$ cat config.mk
export PLATFORM = sky130hd
export DESIGN_NAME = dcpwm_top
export DESIGN_NICKNAME = d
export VERILOG_FILES = /design/src/dcpwm_pkg.sv /design/src/dcpwm_prescaler.sv /design/src/dcpwm_channel.sv /design/src/dcpwm_top.sv
export SDC_FILE = /design/constraint.sdc
export NUM_CORES = 1
export LEC_CHECK = 0
export BUFFER_PORTS_ARGS = -buffer_cell sky130_fd_sc_hd__buf_2
export CORE_UTILIZATION = 42
export CTS_BUF_LIST = sky130_fd_sc_hd__clkbuf_2 sky130_fd_sc_hd__clkbuf_4 sky130_fd_sc_hd__clkbuf_8
export CTS_CLUSTER_DIAMETER = 120
export CTS_CLUSTER_SIZE = 20
export DETAILED_ROUTE_END_ITERATION = 8
export GPL_ROUTABILITY_DRIVEN = 0
export PLACE_DENSITY = 0.64
export REMOVE_ABC_BUFFERS = 1
export SETUP_SLACK_MARGIN = 0.02
export SLEW_MARGIN = 20
export SYNTH_ARGS = -nofsm -noshare
export SYNTH_HDL_FRONTEND = slang
export SYNTH_SLANG_ARGS = --single-unit
$ cat constraint.sdc
create_clock -name mclk_i -period 3.1 [get_ports mclk_i]
set_input_delay 0.31 -clock mclk_i [delete_from_list [all_inputs] [get_ports mclk_i]]
set_output_delay 0.31 -clock mclk_i [all_outputs]
set_load 0.01 [all_outputs]
$ cat src/dcpwm_pkg.sv
package dcpwm_pkg;

  // Bus geometry.
  localparam int DCPWM_AW = 18;
  localparam int DCPWM_DW = 32;
  localparam int DCPWM_NCH = 2;

  // Register indices; the byte address of each is four times its index.
  localparam logic [15:0] DCPWM_CTL_IDX [DCPWM_NCH] = '{16'hFFA0, 16'hFFA4};
  localparam logic [15:0] DCPWM_DUTY_IDX [DCPWM_NCH] = '{16'hFFA1, 16'hFFA5};
  localparam logic [15:0] DCPWM_CNT_IDX [DCPWM_NCH] = '{16'hFFA2, 16'hFFA6};
  localparam logic [15:0] DCPWM_PORT_DATA_IDX = 16'hFFA8;
  localparam logic [15:0] DCPWM_PORT_DIR_IDX = 16'hFFA9;
  localparam logic [15:0] DCPWM_PORT_PIN_IDX = 16'hFFAA;

  // Control register fields.
  localparam int DCPWM_CTL_RUN_BIT = 7;
  localparam int DCPWM_CTL_POL_BIT = 6;
  localparam int DCPWM_CTL_CKS_MSB = 2;
  localparam int DCPWM_CTL_CKS_LSB = 0;
  localparam logic [7:0] DCPWM_CTL_RESET = 8'h38;
  localparam logic [2:0] DCPWM_CTL_RSVD = 3'h7;

  // Counter and duty values.
  localparam logic [7:0] DCPWM_CNT_RESET = 8'h00;
  localparam logic [7:0] DCPWM_CNT_ONE = 8'h01;
  localparam logic [7:0] DCPWM_CNT_TOP = 8'hF9;
  localparam logic [7:0] DCPWM_DUTY_RESET = 8'hFF;
  localparam logic [7:0] DCPWM_DUTY_ZERO = 8'h00;
  localparam logic [7:0] DCPWM_DUTY_FULL = 8'hFA;

  // Prescaler taps: bit k of a free-running counter divides by 2^(k+1).
  localparam int DCPWM_PRESC_W = 12;
  localparam int DCPWM_TAP [8] = '{0, 2, 4, 6, 7, 9, 10, 11};

  // AXI responses.
  localparam logic [1:0] DCPWM_RESP_OKAY = 2'h0;
  localparam logic [1:0] DCPWM_RESP_SLVERR = 2'h2;

endpackage

$ cat src/dcpwm_prescaler.sv
`timescale 1ns/1ps
module dcpwm_prescaler
  import dcpwm_pkg::*;
#(
  parameter int PW = DCPWM_PRESC_W
) (
  input wire logic mclk_i,
  input wire logic reset_n_i,
  input wire logic init_i,
  output logic [PW-1:0] count_o
);

  logic [PW-1:0] count_reg;
  logic [PW-1:0] count_next;

  assign count_next = count_reg + {{(PW-1){1'b0}}, 1'b1};
  assign count_o = count_reg;

  // One divider feeds both channels; each channel picks its own tap.
  always_ff @(posedge mclk_i) begin
    if (!reset_n_i || init_i) begin
      count_reg <= '0;
    end else begin
      count_reg <= count_next;
    end
  end

endmodule

$ cat src/dcpwm_channel.sv
`timescale 1ns/1ps
module dcpwm_channel
  import dcpwm_pkg::*;
(
  input wire logic mclk_i,
  input wire logic reset_n_i,
  input wire logic init_i,
  input wire logic run_i,
  input wire logic polarity_select_i,
  input wire logic [2:0] prescale_select_i,
  input wire logic [DCPWM_PRESC_W-1:0] presc_i,
  input wire logic duty_we_i,
  input wire logic cnt_we_i,
  input wire logic [7:0] wdata_i,
  output logic [7:0] duty_valid_o,
  output logic [7:0] pulse_counter_o,
  output logic pulse_o
);

  logic tap_d_reg;
  logic [7:0] cnt_reg;
  logic [7:0] duty_pend_reg;
  logic [7:0] duty_valid_reg;
  logic pulse_reg;

  wire tap_w = presc_i[DCPWM_TAP[prescale_select_i]]; // [RULE6]
  wire inc_w = tap_d_reg & ~tap_w & run_i; // [RULE7] [RULE3]
  wire wrap_w = inc_w & (cnt_reg == DCPWM_CNT_TOP); // [RULE17]
  wire [7:0] cnt_inc_w = wrap_w ? DCPWM_CNT_RESET : cnt_reg + DCPWM_CNT_ONE; // [RULE17]
  wire full_w = duty_valid_reg >= DCPWM_DUTY_FULL; // [RULE13]
  wire nonzero_w = duty_valid_reg != DCPWM_DUTY_ZERO; // [RULE13]
  // Active from the 00->01 step until the count passes the valid duty.
  wire active_w = full_w | (nonzero_w & (cnt_reg != DCPWM_CNT_RESET) & (cnt_reg <= duty_valid_reg)); // [RULE10] [RULE11]
  wire [7:0] pend_w = duty_we_i ? wdata_i : duty_pend_reg;

  assign duty_valid_o = duty_valid_reg; // [RULE14]
  assign pulse_counter_o = cnt_reg;
  assign pulse_o = pulse_reg;

  always_ff @(posedge mclk_i) begin
    tap_d_reg <= tap_w;
    if (!reset_n_i || init_i) begin
      cnt_reg <= DCPWM_CNT_RESET; // [RULE18]
    end else if (!run_i) begin
      cnt_reg <= DCPWM_CNT_RESET; // [RULE2]
    end else if (cnt_we_i) begin
      cnt_reg <= wdata_i;
    end else if (inc_w) begin
      cnt_reg <= cnt_inc_w;
    end
  end

  always_ff @(posedge mclk_i) begin
    if (!reset_n_i || init_i) begin
      duty_pend_reg <= DCPWM_DUTY_RESET; // [RULE18]
      duty_valid_reg <= DCPWM_DUTY_RESET; // [RULE18]
    end else begin
      duty_pend_reg <= pend_w;
      if (!run_i && duty_we_i) begin
        duty_valid_reg <= wdata_i; // [RULE9]
      end else if (wrap_w) begin
        duty_valid_reg <= pend_w; // [RULE12]
      end
    end
  end

  // Polarity flips only the level, never the timing.
  always_ff @(posedge mclk_i) begin
    if (!reset_n_i || init_i) begin
      pulse_reg <= 1'b0;
    end else begin
      pulse_reg <= run_i ? (active_w ^ polarity_select_i) : polarity_select_i; // [RULE4] [RULE2]
    end
  end

endmodule

$ cat src/dcpwm_top.sv
`timescale 1ns/1ps
// How it works
// RULE1 - Control registers return to 0x38 on reset and while standby is asserted.
// RULE2 - Run bit low holds the counter at zero, stopped, with pulse output suppressed.
// RULE3 - Run bit, control bit 7, enables the output and counting on prescaler pulses.
// RULE4 - Polarity bit 6 inverts output levels only; timing stays identical.
// RULE5 - Control bits 5 to 3 ignore writes and always read as ones.
// RULE6 - Three-bit prescale field picks divide by 2,8,32,128,256,1024,2048,4096.
// RULE7 - Each counter step comes from a falling edge of the selected tap.
// RULE8 - Disabled channel pin follows the port data and direction registers.
// RULE9 - Duty writes while disabled take effect immediately.
// RULE10 - Running output goes active on the 00 to 01 step unless duty is zero.
// RULE11 - Running output goes inactive once the count passes the valid duty.
// RULE12 - Duty writes while running are applied after the F9 to 00 wrap.
// RULE13 - Duty zero means always inactive; FA to FF means always active.
// RULE14 - Duty reads return the currently valid value, not the pending one.
// RULE15 - Software sets prescale and polarity before setting the run bit.
// RULE16 - Software writes the counter only for test; results may surprise.
// RULE17 - Counter counts 00 up to F9 then restarts at 00, 250 steps.
// RULE18 - Duty resets to FF and counter to 00 on reset and standby.
// RULE19 - Two identical channel instances share only clock, prescaler and reset.
module dcpwm_top
  import dcpwm_pkg::*;
(
  input wire logic mclk_i,
  input wire logic reset_n_i,
  input wire logic standby_i,
  input wire logic [DCPWM_AW-1:0] s_axi_awaddr_i,
  input wire logic s_axi_awvalid_i,
  output logic s_axi_awready_o,
  input wire logic [DCPWM_DW-1:0] s_axi_wdata_i,
  input wire logic [3:0] s_axi_wstrb_i,
  input wire logic s_axi_wvalid_i,
  output logic s_axi_wready_o,
  output logic [1:0] s_axi_bresp_o,
  output logic s_axi_bvalid_o,
  input wire logic s_axi_bready_i,
  input wire logic [DCPWM_AW-1:0] s_axi_araddr_i,
  input wire logic s_axi_arvalid_i,
  output logic s_axi_arready_o,
  output logic [DCPWM_DW-1:0] s_axi_rdata_o,
  output logic [1:0] s_axi_rresp_o,
  output logic s_axi_rvalid_o,
  input wire logic s_axi_rready_i,
  input wire logic pulse_in_ch0_i,
  output logic pulse_out_ch0_o,
  output logic pulse_oe_ch0_o,
  input wire logic pulse_in_ch1_i,
  output logic pulse_out_ch1_o,
  output logic pulse_oe_ch1_o
);

  // Standby and pin levels come from outside the clock domain.
  logic sby_meta_reg;
  logic sby_sync_reg;
  logic [DCPWM_NCH-1:0] pin_meta_reg;
  logic [DCPWM_NCH-1:0] pin_sync_reg;

  always_ff @(posedge mclk_i) begin
    if (!reset_n_i) begin
      sby_meta_reg <= 1'b0;
      sby_sync_reg <= 1'b0;
      pin_meta_reg <= '0;
      pin_sync_reg <= '0;
    end else begin
      sby_meta_reg <= standby_i;
      sby_sync_reg <= sby_meta_reg;
      pin_meta_reg <= {pulse_in_ch1_i, pulse_in_ch0_i};
      pin_sync_reg <= pin_meta_reg;
    end
  end

  wire init_w = sby_sync_reg;

  // AXI4-Lite write side: address and data are held independently.
  logic awready_reg;
  logic wready_reg;
  logic aw_held_reg;
  logic w_held_reg;
  logic [15:0] wr_idx_reg;
  logic [7:0] wdata_reg;
  logic wstrb0_reg;
  logic bvalid_reg;
  logic [1:0] bresp_reg;

  wire aw_take_w = s_axi_awvalid_i & awready_reg;
  wire w_take_w = s_axi_wvalid_i & wready_reg;
  wire wr_fire_w = aw_held_reg & w_held_reg & ~bvalid_reg;
  wire wr_go_w = wr_fire_w & wstrb0_reg;
  wire b_done_w = bvalid_reg & s_axi_bready_i;

  always_ff @(posedge mclk_i) begin
    if (!reset_n_i) begin
      awready_reg <= 1'b1;
      aw_held_reg <= 1'b0;
      wr_idx_reg <= '0;
    end else if (aw_take_w) begin
      awready_reg <= 1'b0;
      aw_held_reg <= 1'b1;
      wr_idx_reg <= s_axi_awaddr_i[DCPWM_AW-1:2];
    end else if (wr_fire_w) begin
      aw_held_reg <= 1'b0;
    end else if (b_done_w) begin
      awready_reg <= 1'b1;
    end
  end

  always_ff @(posedge mclk_i) begin
    if (!reset_n_i) begin
      wready_reg <= 1'b1;
      w_held_reg <= 1'b0;
      wdata_reg <= '0;
      wstrb0_reg <= 1'b0;
    end else if (w_take_w) begin
      wready_reg <= 1'b0;
      w_held_reg <= 1'b1;
      wdata_reg <= s_axi_wdata_i[7:0];
      wstrb0_reg <= s_axi_wstrb_i[0];
    end else if (wr_fire_w) begin
      w_held_reg <= 1'b0;
    end else if (b_done_w) begin
      wready_reg <= 1'b1;
    end
  end

  // Per-channel decode, shared port decode.
  logic [DCPWM_NCH-1:0] wr_ctl_w;
  logic [DCPWM_NCH-1:0] wr_duty_w;
  logic [DCPWM_NCH-1:0] wr_cnt_w;
  logic [DCPWM_NCH-1:0] rd_hit_w;
  logic [7:0] rd_ch_data_w [DCPWM_NCH];
  logic [7:0] ctl_rd_w [DCPWM_NCH];
  logic [7:0] duty_rd_w [DCPWM_NCH];
  logic [7:0] cnt_rd_w [DCPWM_NCH];
  logic [DCPWM_NCH-1:0] pin_out_w;
  logic [DCPWM_NCH-1:0] pin_oe_w;
  logic [DCPWM_NCH-1:0] wr_ch_hit_w;

  wire wr_pdata_hit_w = wr_idx_reg == DCPWM_PORT_DATA_IDX;
  wire wr_pdir_hit_w = wr_idx_reg == DCPWM_PORT_DIR_IDX;
  wire wr_ppin_hit_w = wr_idx_reg == DCPWM_PORT_PIN_IDX;
  wire wr_mapped_w = (|wr_ch_hit_w) | wr_pdata_hit_w | wr_pdir_hit_w | wr_ppin_hit_w;

  always_ff @(posedge mclk_i) begin
    if (!reset_n_i) begin
      bvalid_reg <= 1'b0;
      bresp_reg <= DCPWM_RESP_OKAY;
    end else if (wr_fire_w) begin
      bvalid_reg <= 1'b1;
      bresp_reg <= wr_mapped_w ? DCPWM_RESP_OKAY : DCPWM_RESP_SLVERR;
    end else if (b_done_w) begin
      bvalid_reg <= 1'b0;
    end
  end

  // Port data and direction used while a channel is disabled.
  logic [DCPWM_NCH-1:0] port_data_reg;
  logic [DCPWM_NCH-1:0] port_dir_reg;

  always_ff @(posedge mclk_i) begin
    if (!reset_n_i) begin
      port_data_reg <= '0;
      port_dir_reg <= '0;
    end else begin
      if (wr_go_w && wr_pdata_hit_w) begin
        port_data_reg <= wdata_reg[DCPWM_NCH-1:0];
      end
      if (wr_go_w && wr_pdir_hit_w) begin
        port_dir_reg <= wdata_reg[DCPWM_NCH-1:0];
      end
    end
  end

  // AXI4-Lite read side: data is latched at the address handshake.
  logic [15:0] rd_idx_w;
  logic arready_reg;
  logic rvalid_reg;
  logic [1:0] rresp_reg;
  logic [DCPWM_DW-1:0] rdata_reg;
  logic [7:0] rd_data_w;

  assign rd_idx_w = s_axi_araddr_i[DCPWM_AW-1:2];
  wire ar_take_w = s_axi_arvalid_i & arready_reg;
  wire r_done_w = rvalid_reg & s_axi_rready_i;
  wire rd_pdata_hit_w = rd_idx_w == DCPWM_PORT_DATA_IDX;
  wire rd_pdir_hit_w = rd_idx_w == DCPWM_PORT_DIR_IDX;
  wire rd_ppin_hit_w = rd_idx_w == DCPWM_PORT_PIN_IDX;
  wire rd_mapped_w = (|rd_hit_w) | rd_pdata_hit_w | rd_pdir_hit_w | rd_ppin_hit_w;

  always_comb begin
    rd_data_w = '0;
    for (int i = 0; i < DCPWM_NCH; i++) begin
      rd_data_w = rd_data_w | rd_ch_data_w[i];
    end
    if (rd_pdata_hit_w) begin
      rd_data_w = {{(8-DCPWM_NCH){1'b0}}, port_data_reg};
    end
    if (rd_pdir_hit_w) begin
      rd_data_w = {{(8-DCPWM_NCH){1'b0}}, port_dir_reg};
    end
    if (rd_ppin_hit_w) begin
      rd_data_w = {{(8-DCPWM_NCH){1'b0}}, pin_sync_reg};
    end
  end

  always_ff @(posedge mclk_i) begin
    if (!reset_n_i) begin
      arready_reg <= 1'b1;
      rvalid_reg <= 1'b0;
      rresp_reg <= DCPWM_RESP_OKAY;
      rdata_reg <= '0;
    end else if (ar_take_w) begin
      arready_reg <= 1'b0;
      rvalid_reg <= 1'b1;
      rresp_reg <= rd_mapped_w ? DCPWM_RESP_OKAY : DCPWM_RESP_SLVERR;
      rdata_reg <= {{(DCPWM_DW-8){1'b0}}, rd_data_w};
    end else if (r_done_w) begin
      arready_reg <= 1'b1;
      rvalid_reg <= 1'b0;
    end
  end

  // Shared prescaler.
  logic [DCPWM_PRESC_W-1:0] presc_w;

  dcpwm_prescaler #(
    .PW(DCPWM_PRESC_W)
  ) u_presc (
    .mclk_i(mclk_i),
    .reset_n_i(reset_n_i),
    .init_i(init_w),
    .count_o(presc_w)
  );

  for (genvar c = 0; c < DCPWM_NCH; c++) begin : g_ch
    logic run_reg;
    logic pol_reg;
    logic [2:0] cks_reg;
    logic pulse_w;
    logic out_reg;
    logic oe_reg;

    assign wr_ctl_w[c] = wr_idx_reg == DCPWM_CTL_IDX[c];
    assign wr_duty_w[c] = wr_idx_reg == DCPWM_DUTY_IDX[c];
    assign wr_cnt_w[c] = wr_idx_reg == DCPWM_CNT_IDX[c];
    assign wr_ch_hit_w[c] = wr_ctl_w[c] | wr_duty_w[c] | wr_cnt_w[c];

    wire rd_ctl_w = rd_idx_w == DCPWM_CTL_IDX[c];
    wire rd_duty_w = rd_idx_w == DCPWM_DUTY_IDX[c];
    wire rd_cnt_w = rd_idx_w == DCPWM_CNT_IDX[c];
    assign rd_hit_w[c] = rd_ctl_w | rd_duty_w | rd_cnt_w;
    assign ctl_rd_w[c] = {run_reg, pol_reg, DCPWM_CTL_RSVD, cks_reg}; // [RULE5]
    assign rd_ch_data_w[c] = ({8{rd_ctl_w}} & ctl_rd_w[c])
                           | ({8{rd_duty_w}} & duty_rd_w[c]) // [RULE14]
                           | ({8{rd_cnt_w}} & cnt_rd_w[c]);

    always_ff @(posedge mclk_i) begin
      if (!reset_n_i || init_w) begin
        run_reg <= DCPWM_CTL_RESET[DCPWM_CTL_RUN_BIT]; // [RULE1]
        pol_reg <= DCPWM_CTL_RESET[DCPWM_CTL_POL_BIT]; // [RULE1]
        cks_reg <= DCPWM_CTL_RESET[DCPWM_CTL_CKS_MSB:DCPWM_CTL_CKS_LSB]; // [RULE1]
      end else if (wr_go_w && wr_ctl_w[c]) begin
        run_reg <= wdata_reg[DCPWM_CTL_RUN_BIT]; // [RULE3]
        pol_reg <= wdata_reg[DCPWM_CTL_POL_BIT]; // [RULE4]
        cks_reg <= wdata_reg[DCPWM_CTL_CKS_MSB:DCPWM_CTL_CKS_LSB]; // [RULE6]
      end
    end

    dcpwm_channel u_ch ( // [RULE19]
      .mclk_i(mclk_i),
      .reset_n_i(reset_n_i),
      .init_i(init_w),
      .run_i(run_reg),
      .polarity_select_i(pol_reg),
      .prescale_select_i(cks_reg),
      .presc_i(presc_w),
      .duty_we_i(wr_go_w & wr_duty_w[c]),
      .cnt_we_i(wr_go_w & wr_cnt_w[c]),
      .wdata_i(wdata_reg),
      .duty_valid_o(duty_rd_w[c]),
      .pulse_counter_o(cnt_rd_w[c]),
      .pulse_o(pulse_w)
    );

    // The pin is a port pin whenever the channel is not running.
    always_ff @(posedge mclk_i) begin
      if (!reset_n_i) begin
        out_reg <= 1'b0;
        oe_reg <= 1'b0;
      end else begin
        out_reg <= run_reg ? pulse_w : port_data_reg[c]; // [RULE8] [RULE3]
        oe_reg <= run_reg | port_dir_reg[c]; // [RULE8]
      end
    end

    assign pin_out_w[c] = out_reg;
    assign pin_oe_w[c] = oe_reg;
  end

  assign s_axi_awready_o = awready_reg;
  assign s_axi_wready_o = wready_reg;
  assign s_axi_bvalid_o = bvalid_reg;
  assign s_axi_bresp_o = bresp_reg;
  assign s_axi_arready_o = arready_reg;
  assign s_axi_rvalid_o = rvalid_reg;
  assign s_axi_rresp_o = rresp_reg;
  assign s_axi_rdata_o = rdata_reg;
  assign pulse_out_ch0_o = pin_out_w[0];
  assign pulse_oe_ch0_o = pin_oe_w[0];
  assign pulse_out_ch1_o = pin_out_w[1];
  assign pulse_oe_ch1_o = pin_oe_w[1];

endmodule

==> summary.txt, run 1 <==
Floorplan
  – Die H: 125.2 µm
  – Initial Utilization: roughly 44%
  – Die Area: about 0.016 mm²
  – Core Area: between 0.01 and 0.015 mm²
  – Die Wd: 125.2 µm
  – I/O Pins: about 130
  – Row cnt: 44

Clock tree
  – TritonCTS clock tree: yes
  – Root Driver: clkbuf_8
  – Max clock buf depth: 2
  – Worst-Skew Late Latency: about 0.44 ns
  – Clock transition at the registers of the reported paths: about 0.080 ns
  – Post-cts resize count: 0
  – Setup Buffers After CTS: 0
  – CTS Hold Bufs: 0
  – # clock sinks: 130
  – H-tree depth: 4
  – CTS buffer count: 17

Yosys
  – Main synth FF type: dfxtp_1
  – Mapped Area: approximately 0.0064 mm²
  – Syn_area_per_cell: 8.451 µm²
  – Number of synthesized register bits: 130
  – Yosys warnings: 0
  – Post-Syn Instances: around 750
  – Number of synthesized flops with an enable pin: 0
  – Post-synthesis sequential area ratio: about two fifths
  – Post-synth ARST share: 0%
  – Netlist cell types: 60

Setup path
  – Worst setup EP type: flip-flop
  – Crit Path Category: reg2reg
  – Critical-path cell list: mux4_1 > mux2_4 > or2_1 > or4_1 > nand3_1 > o22ai_1
  – CP max stage cell: mux4_1
  – WP data arrival: ~2.8 ns
  – Worst-path fanout max: 10
  – Delay-heaviest family, CP: simple AND/OR/NAND/NOR gates
  – Startpoint Class: flip-flop
  – Crit path buf inv count: 0
  – Crit path largest cell delay: between 0.5 and 0.6 ns
  – Worst Path Required: 3.41 ns

Cells and area
  – Non-filler cells, final: 1,009
  – Area Overhead vs Synth: 12.37%
  – Layout Nets: between 900 and 1k
  – Antenna cells: 0
  – Commonest non-fill, non-tap cell in the layout: dfxtp_1
  – Share of cells above drive strength 1: 15.88%
  – Most frequent cells in the layout: dfxtp_1 (130), nand2_1 (108), a21oi_1 (71)

Run status
  – Violated checks: DRC
  – Outcome: finished with violations

STA
  – Period utilisation layout: between 80% and 90%
  – Fmax: between 0.4 and 0.5 GHz
  – Period minus WS final: 2.489 ns
  – Clock Skew: between 0.01 and 0.015 ns
  – Max transition margin: about 54%
  – Total Neg Setup Slack: 0 ns
  – Final hold viol count: 0
  – Slew Limit Fails: 0
  – Final worst-path setup slack: 0.6106 ns
  – RSZ-0062 raised after global routing: false
  – Worst slew pin tran: 0.6765 ns
  – Setup violators final: 0

Global routing
  – Largest net degree at the start of global routing: 40
  – Initial antenna violation count: 0
  – Global routing usage on met3: 5.648%
  – First-pass GRT wire length: ~26 mm
  – Met1 GRT Util: ~30%
  – GRT busiest layer: met2
  – GRT Util Overall: around a fifth
  – Vias in the first global route: slightly below 5k
  – Routing usage on met2: between 30% and 40%
  – Grt ovf: 0

Power and ir drop
  – PD cells: 479.4 mW/mm²
  – Peak supply drop: about 0.00036 V
  – Leakage: roughly 0.003 µW

Route
  – TritonRoute pass-1 iters: 9
  – Vias: between 5k and 6k
  – Residual DRC: 2
  – Drt total wl: 16.02 mm
  – 1st-iter DRT viols: ~380
  – Vias per inst: around 5.5
  – Detail Route Antenna Nets: 0
  – Drt wl/cell: 15.88 µm

Flow run
  – Max cap viols: 0

Place
  – Buffers on Ports: around 70
  – Placed Instances: 977
  – Detailed Place HPWL: roughly 12 mm
  – DP Worst Slack: approximately 0.63 ns

Hold path
  – Worst Hold Class: in2reg
[cells in the mapped netlist (11+ instances only)]
| cell | count | area share, % |
|---|---|---|
| nand2_1 | 108 | 6.4 |
| a31oi_1 | 23 | 2.3 |
| clkbuf_1 | 26 | 1.5 |
| inv_1 | 25 | 1.5 |
| ha_1 | 23 | 4.5 |
| o21ai_0 | 33 | 2.6 |
| nor3_1 | 27 | 2.1 |
| a21oi_1 | 71 | 5.6 |
| dfxtp_1 | 130 | 41 |
| nor4_1 | 11 | 1.1 |
| nor2_1 | 47 | 2.8 |
| nand3_1 | 33 | 2.6 |
| buf_4 | 27 | 3.2 |
| and2_1 | 12 | 1.2 |
| mux2i_1 | 28 | 4.4 |
[kinds of logic after synthesis]
family,share of synthesized area (%)
adder cells (fa/ha/maj),4.516
AO/OA/AOI/OAI,16.51
buffers and inverters,7.009
XOR/XNOR,1.237
AND/OR/NAND/NOR,22.66
multiplexers,7.167
flip-flops,40.84
other,0.05885
[area by class of cell]
type                    instances  area, µm²
clock buffers                  21      282.8
clock inverters                11      126.4
fillers                      1455       7483
inverters                      25      93.84
multi-input cells             561       3420
flip-flops and latches        130       2603
well taps                     184      230.2
repair buffers                 77      405.4
[worst paths after layout]
kind,cells after the start,start,to,slack [ns]
worst min register to register,1,pin_meta_reg[1],pin_sync_reg[1],0.44
worst min-delay path,2,standby_i,sby_meta_reg,0.07
worst max-delay path,6,g_ch[0].cks_reg[0],g_ch[0].u_ch.pulse_counter_o[7],0.61
worst max register to register,6,g_ch[0].cks_reg[0],g_ch[0].u_ch.pulse_counter_o[7],0.61
[metrics by stage]
stage          util (%)  hold WS [ns]  area [µm²]  total power [µW]
6_report          48.90       0.06754        7161              3433
5_1_grt           48.90       0.04185        7161              3564
4_1_cts           48.90       0.04384        7161              3460
3_5_place_dp      46.10        0.4221        6751              1995
3_3_place_gp      46.10        0.4147        6751              1993
2_1_floorplan         -        0.3862        6113              1890
[layer usage]
layer	share of wire [%]	up-vias
met1	48	2539
li1	-	2783
met5	0	-
met2	44	190
met3	7.2	11
met4	0.62	0
[where the power goes]
part           internal [µW]  switching, µW
Combinational           75.5            128
Clock                    794            681
Sequential              1710           45.5
No activity file was read; power rests on OpenSTA's default activity.
==> run 2, diff against run 1 <==
--- a/config.mk
+++ b/config.mk
@@ -5,6 +5,7 @@
 export SDC_FILE = /design/constraint.sdc
 export NUM_CORES = 1
 export LEC_CHECK = 0
+export ABC_AREA = 1
 export BUFFER_PORTS_ARGS = -buffer_cell sky130_fd_sc_hd__buf_2
 export CORE_UTILIZATION = 42
 export CTS_BUF_LIST = sky130_fd_sc_hd__clkbuf_2 sky130_fd_sc_hd__clkbuf_4 sky130_fd_sc_hd__clkbuf_8
@@ -12,7 +13,7 @@
 export CTS_CLUSTER_SIZE = 20
 export DETAILED_ROUTE_END_ITERATION = 8
 export GPL_ROUTABILITY_DRIVEN = 0
-export PLACE_DENSITY = 0.64
+export PLACE_DENSITY = 0.65
 export REMOVE_ABC_BUFFERS = 1
 export SETUP_SLACK_MARGIN = 0.02
 export SLEW_MARGIN = 20
==> constraint.sdc (replaced) <==
create_clock -name mclk_i -period 2.2 [get_ports mclk_i]
set_input_delay 0.22 -clock mclk_i [delete_from_list [all_inputs] [get_ports mclk_i]]
set_output_delay 0.22 -clock mclk_i [all_outputs]
set_load 0.01 [all_outputs]
==> run 2 against run 1 <==
The flow now finishes without violations. Hold slack worse by 0.051 ns. Clock-buffer cell count increased by 1. Clock power rose by 42%. Via count increased by 16%. Critical path type unchanged.
==> summary.txt, run 2 <==
Run status
  – Outcome: finished, final reports clean

Cells and area
  – Antenna cells: 0
  – Area of the multi-input gates: 0.003737 mm²
  – Area Overhead vs Synth: 12.46%
  – Most frequent cells in the layout: nand2_1 (180), dfxtp_1 (130), nor2_1 (121)
  – Commonest non-fill, non-tap cell in the layout: nand2_1
  – FILL cells: between 1.5k and 2k
  – FF/Latch Area: roughly 0.0026 mm²
  – Share of cells above drive strength 1: around 16%
  – Non-filler cells, final: 1,275
  – Layout Nets: 1,155

Power and ir drop
  – PD cells: about 630 mW/mm²
  – Int Power: 3731 µW
  – Clock power frac: a little over two fifths
  – Peak supply drop: slightly above 0.0004 V
  – Sequential share of power: 50.4%
  – Logic pwr share: roughly 7.3%
  – Net Switching: approximately 1200 µW
  – Leakage: 0.003604 µW
  – Net Sw Frac: around 24%

Route
  – Residual DRC: 0
  – Drt wl/cell: between 10 and 15 µm
  – Drt total wl: 17.66 mm
  – Detail Route Antenna Nets: 0
  – Vias per inst: 5.013
  – TritonRoute pass-1 iters: 5
  – Vias: 6,392
  – Wl on met1: about 8.5 mm
  – Met2 wire len: between 7 and 8 mm
  – 1st-iter DRT viols: ~420
  – Met3 routed WL: 1.121 mm
  – Top sig layer: met4

Clock tree
  – Root Driver: clkbuf_8
  – Post-cts resize count: 0
  – Clock transition at the registers of the reported paths: approximately 0.07 ns
  – Max clock buf depth: 2
  – CTS Hold Bufs: 3
  – CTS buffer count: 17
  – Setup Buffers After CTS: 0
  – Worst-Skew Late Latency: ~0.46 ns
  – TritonCTS clock tree: yes
  – H-tree depth: 4
  – # clock sinks: 130

STA
  – RSZ-0062 raised after global routing: false
  – Period utilisation layout: 83.42%
  – Setup violators final: 0
  – Fmax: 0.5449 GHz
  – Max transition margin: 58.78%
  – Final hold viol count: 0
  – Period minus WS final: 1.835 ns
  – Total Neg Setup Slack: 0 ns
  – Clock Skew: 0.01163 ns
  – Worst slew pin tran: 0.6176 ns
  – Slew Limit Fails: 0

Yosys
  – Post-synth ARST share: 0%
  – Post-Syn Instances: between 900 and 1k
  – Count leader, synth: nand2_1
  – Mapped Area: about 0.007 mm²
  – Netlist cell types: 51
  – Share of the synthesized area in the top cell type: between 30 and 40%
  – Number of synthesized flops with an enable pin: 0
  – Top cells by count, synth: nand2_1 (180), dfxtp_1 (130), nor2_1 (121)
  – Number of synthesized register bits: 130
  – Top post-synthesis cells by area: dfxtp_1 (37%), nand2_1 (9.7%), nor2_1 (6.5%)
  – Post-synthesis sequential area ratio: 37.25%
  – Main synth FF type: dfxtp_1
  – Syn_area_per_cell: 7.166 µm²
  – Yosys warnings: 0
  – Area leader, netlist: dfxtp_1

Place
  – Placed Instances: approximately 1.2k
  – Buffers on Ports: 69
  – Detailed Place HPWL: 13.10 mm

Floorplan
  – Core Area: 0.01606 mm²
  – Die Wd: roughly 130 µm
  – Die H: 131.0 µm
  – I/O Pins: 127
  – Row cnt: 46
  – Initial Utilization: 43.51%
  – Die Area: 0.01715 mm²

Setup path
  – Worst setup EP type: flip-flop
  – Worst Path Required: about 2.5 ns
  – Worst-path fanout max: 5
  – WP data arrival: ~2.2 ns
  – Startpoint Class: flip-flop
  – Crit Path Category: reg2reg

Global routing
  – GRT Util Overall: 21.62%
  – Vias in the first global route: about 5.5k
  – Initial antenna violation count: 0
  – Grt ovf: 0
  – Largest net degree at the start of global routing: between 40 and 50
  – First-pass GRT wire length: 27.99 mm

Flow run
  – Max cap viols: 0

Hold path
  – Worst Hold Class: in2reg
run 2: path summary, 6_finish.rpt:
check | startpoint | to | slack (ns) | depth (start not counted)
hold reg to reg | pin_meta_reg[1] | pin_sync_reg[1] | 0.42 | 2
setup / recovery | g_ch[1].u_ch.pulse_counter_o[4] | g_ch[1].u_ch.pulse_counter_o[5] | 0.36 | 7
hold / removal | s_axi_awaddr_i[6] | wr_idx_reg[4] | 0.02 | 3
setup reg to reg | g_ch[1].u_ch.pulse_counter_o[4] | g_ch[1].u_ch.pulse_counter_o[5] | 0.36 | 7
run 2: cell families after synthesis:
group           count (synthesis)  share of synthesized area, %
compound gates                183                         14.76
flops                         130                         37.25
xor+xnor                        8                         1.003
fa+ha+maj                      23                         4.119
buf+inv                       159                         10.60
simple gates                  471                         32.22
other cells                     1                       0.05367
run 2: area by class of cell:
type                            count  share of cell area [%]
Inverter                          108                   5.159
Clock inverter                      6                   1.369
Sequential cell                   130                   33.12
Tap cell                          216                   3.439
Multi-Input combinational cell    711                   47.56
Timing Repair Buffer               82                   5.732
Clock buffer                       22                   3.615
run 2: stage by stage:
stage / instance area, µm² / hold WS [ns] / total power [µW] / setup slack [ns] / utilization, %
after floorplan: 6745 / 0.2889 / 2732 / 0.2643 / -
after global placement: 7436 / 0.3970 / 2884 / 0.4361 / 46.31
after detailed placement: 7436 / 0.3975 / 2890 / 0.4167 / 46.31
after CTS: 7858 / 0.0005388 / 4958 / 0.3907 / 48.93
after global routing: 7858 / 0.02007 / 5131 / 0.2253 / 48.93
final: 7858 / 0.01638 / 4927 / 0.3647 / 48.93
run 2: power by group through the flow:
stage	Clock, µW	Sequential, µW	Combinational, µW
4_1_cts	2120	2480	358
3_3_place_gp	0	2540	349
3_5_place_dp	0	2540	353
2_1_floorplan	0	2530	206
6_report	2090	2480	359
5_1_grt	2230	2490	410
run 2: worst max-delay path, stage by stage (launching register included):
cell	delay [ns]
dfxtp_1	0.44
nand2_1	0.14
nor4_1	0.54
nand2_2	0.24
nand3b_1	0.14
nor2_1	0.05
nor2_1	0.11
nor2_1	0.05
run 2: layer usage:
| metal | global-route usage (%) | up-vias |
|---|---|---|
| li1 | - | 3334 |
| met1 | 29.65 | 2820 |
| met2 | 33.43 | 214 |
| met3 | 4.886 | 24 |
| met4 | 7.167 | 0 |
| met5 | 0 | - |
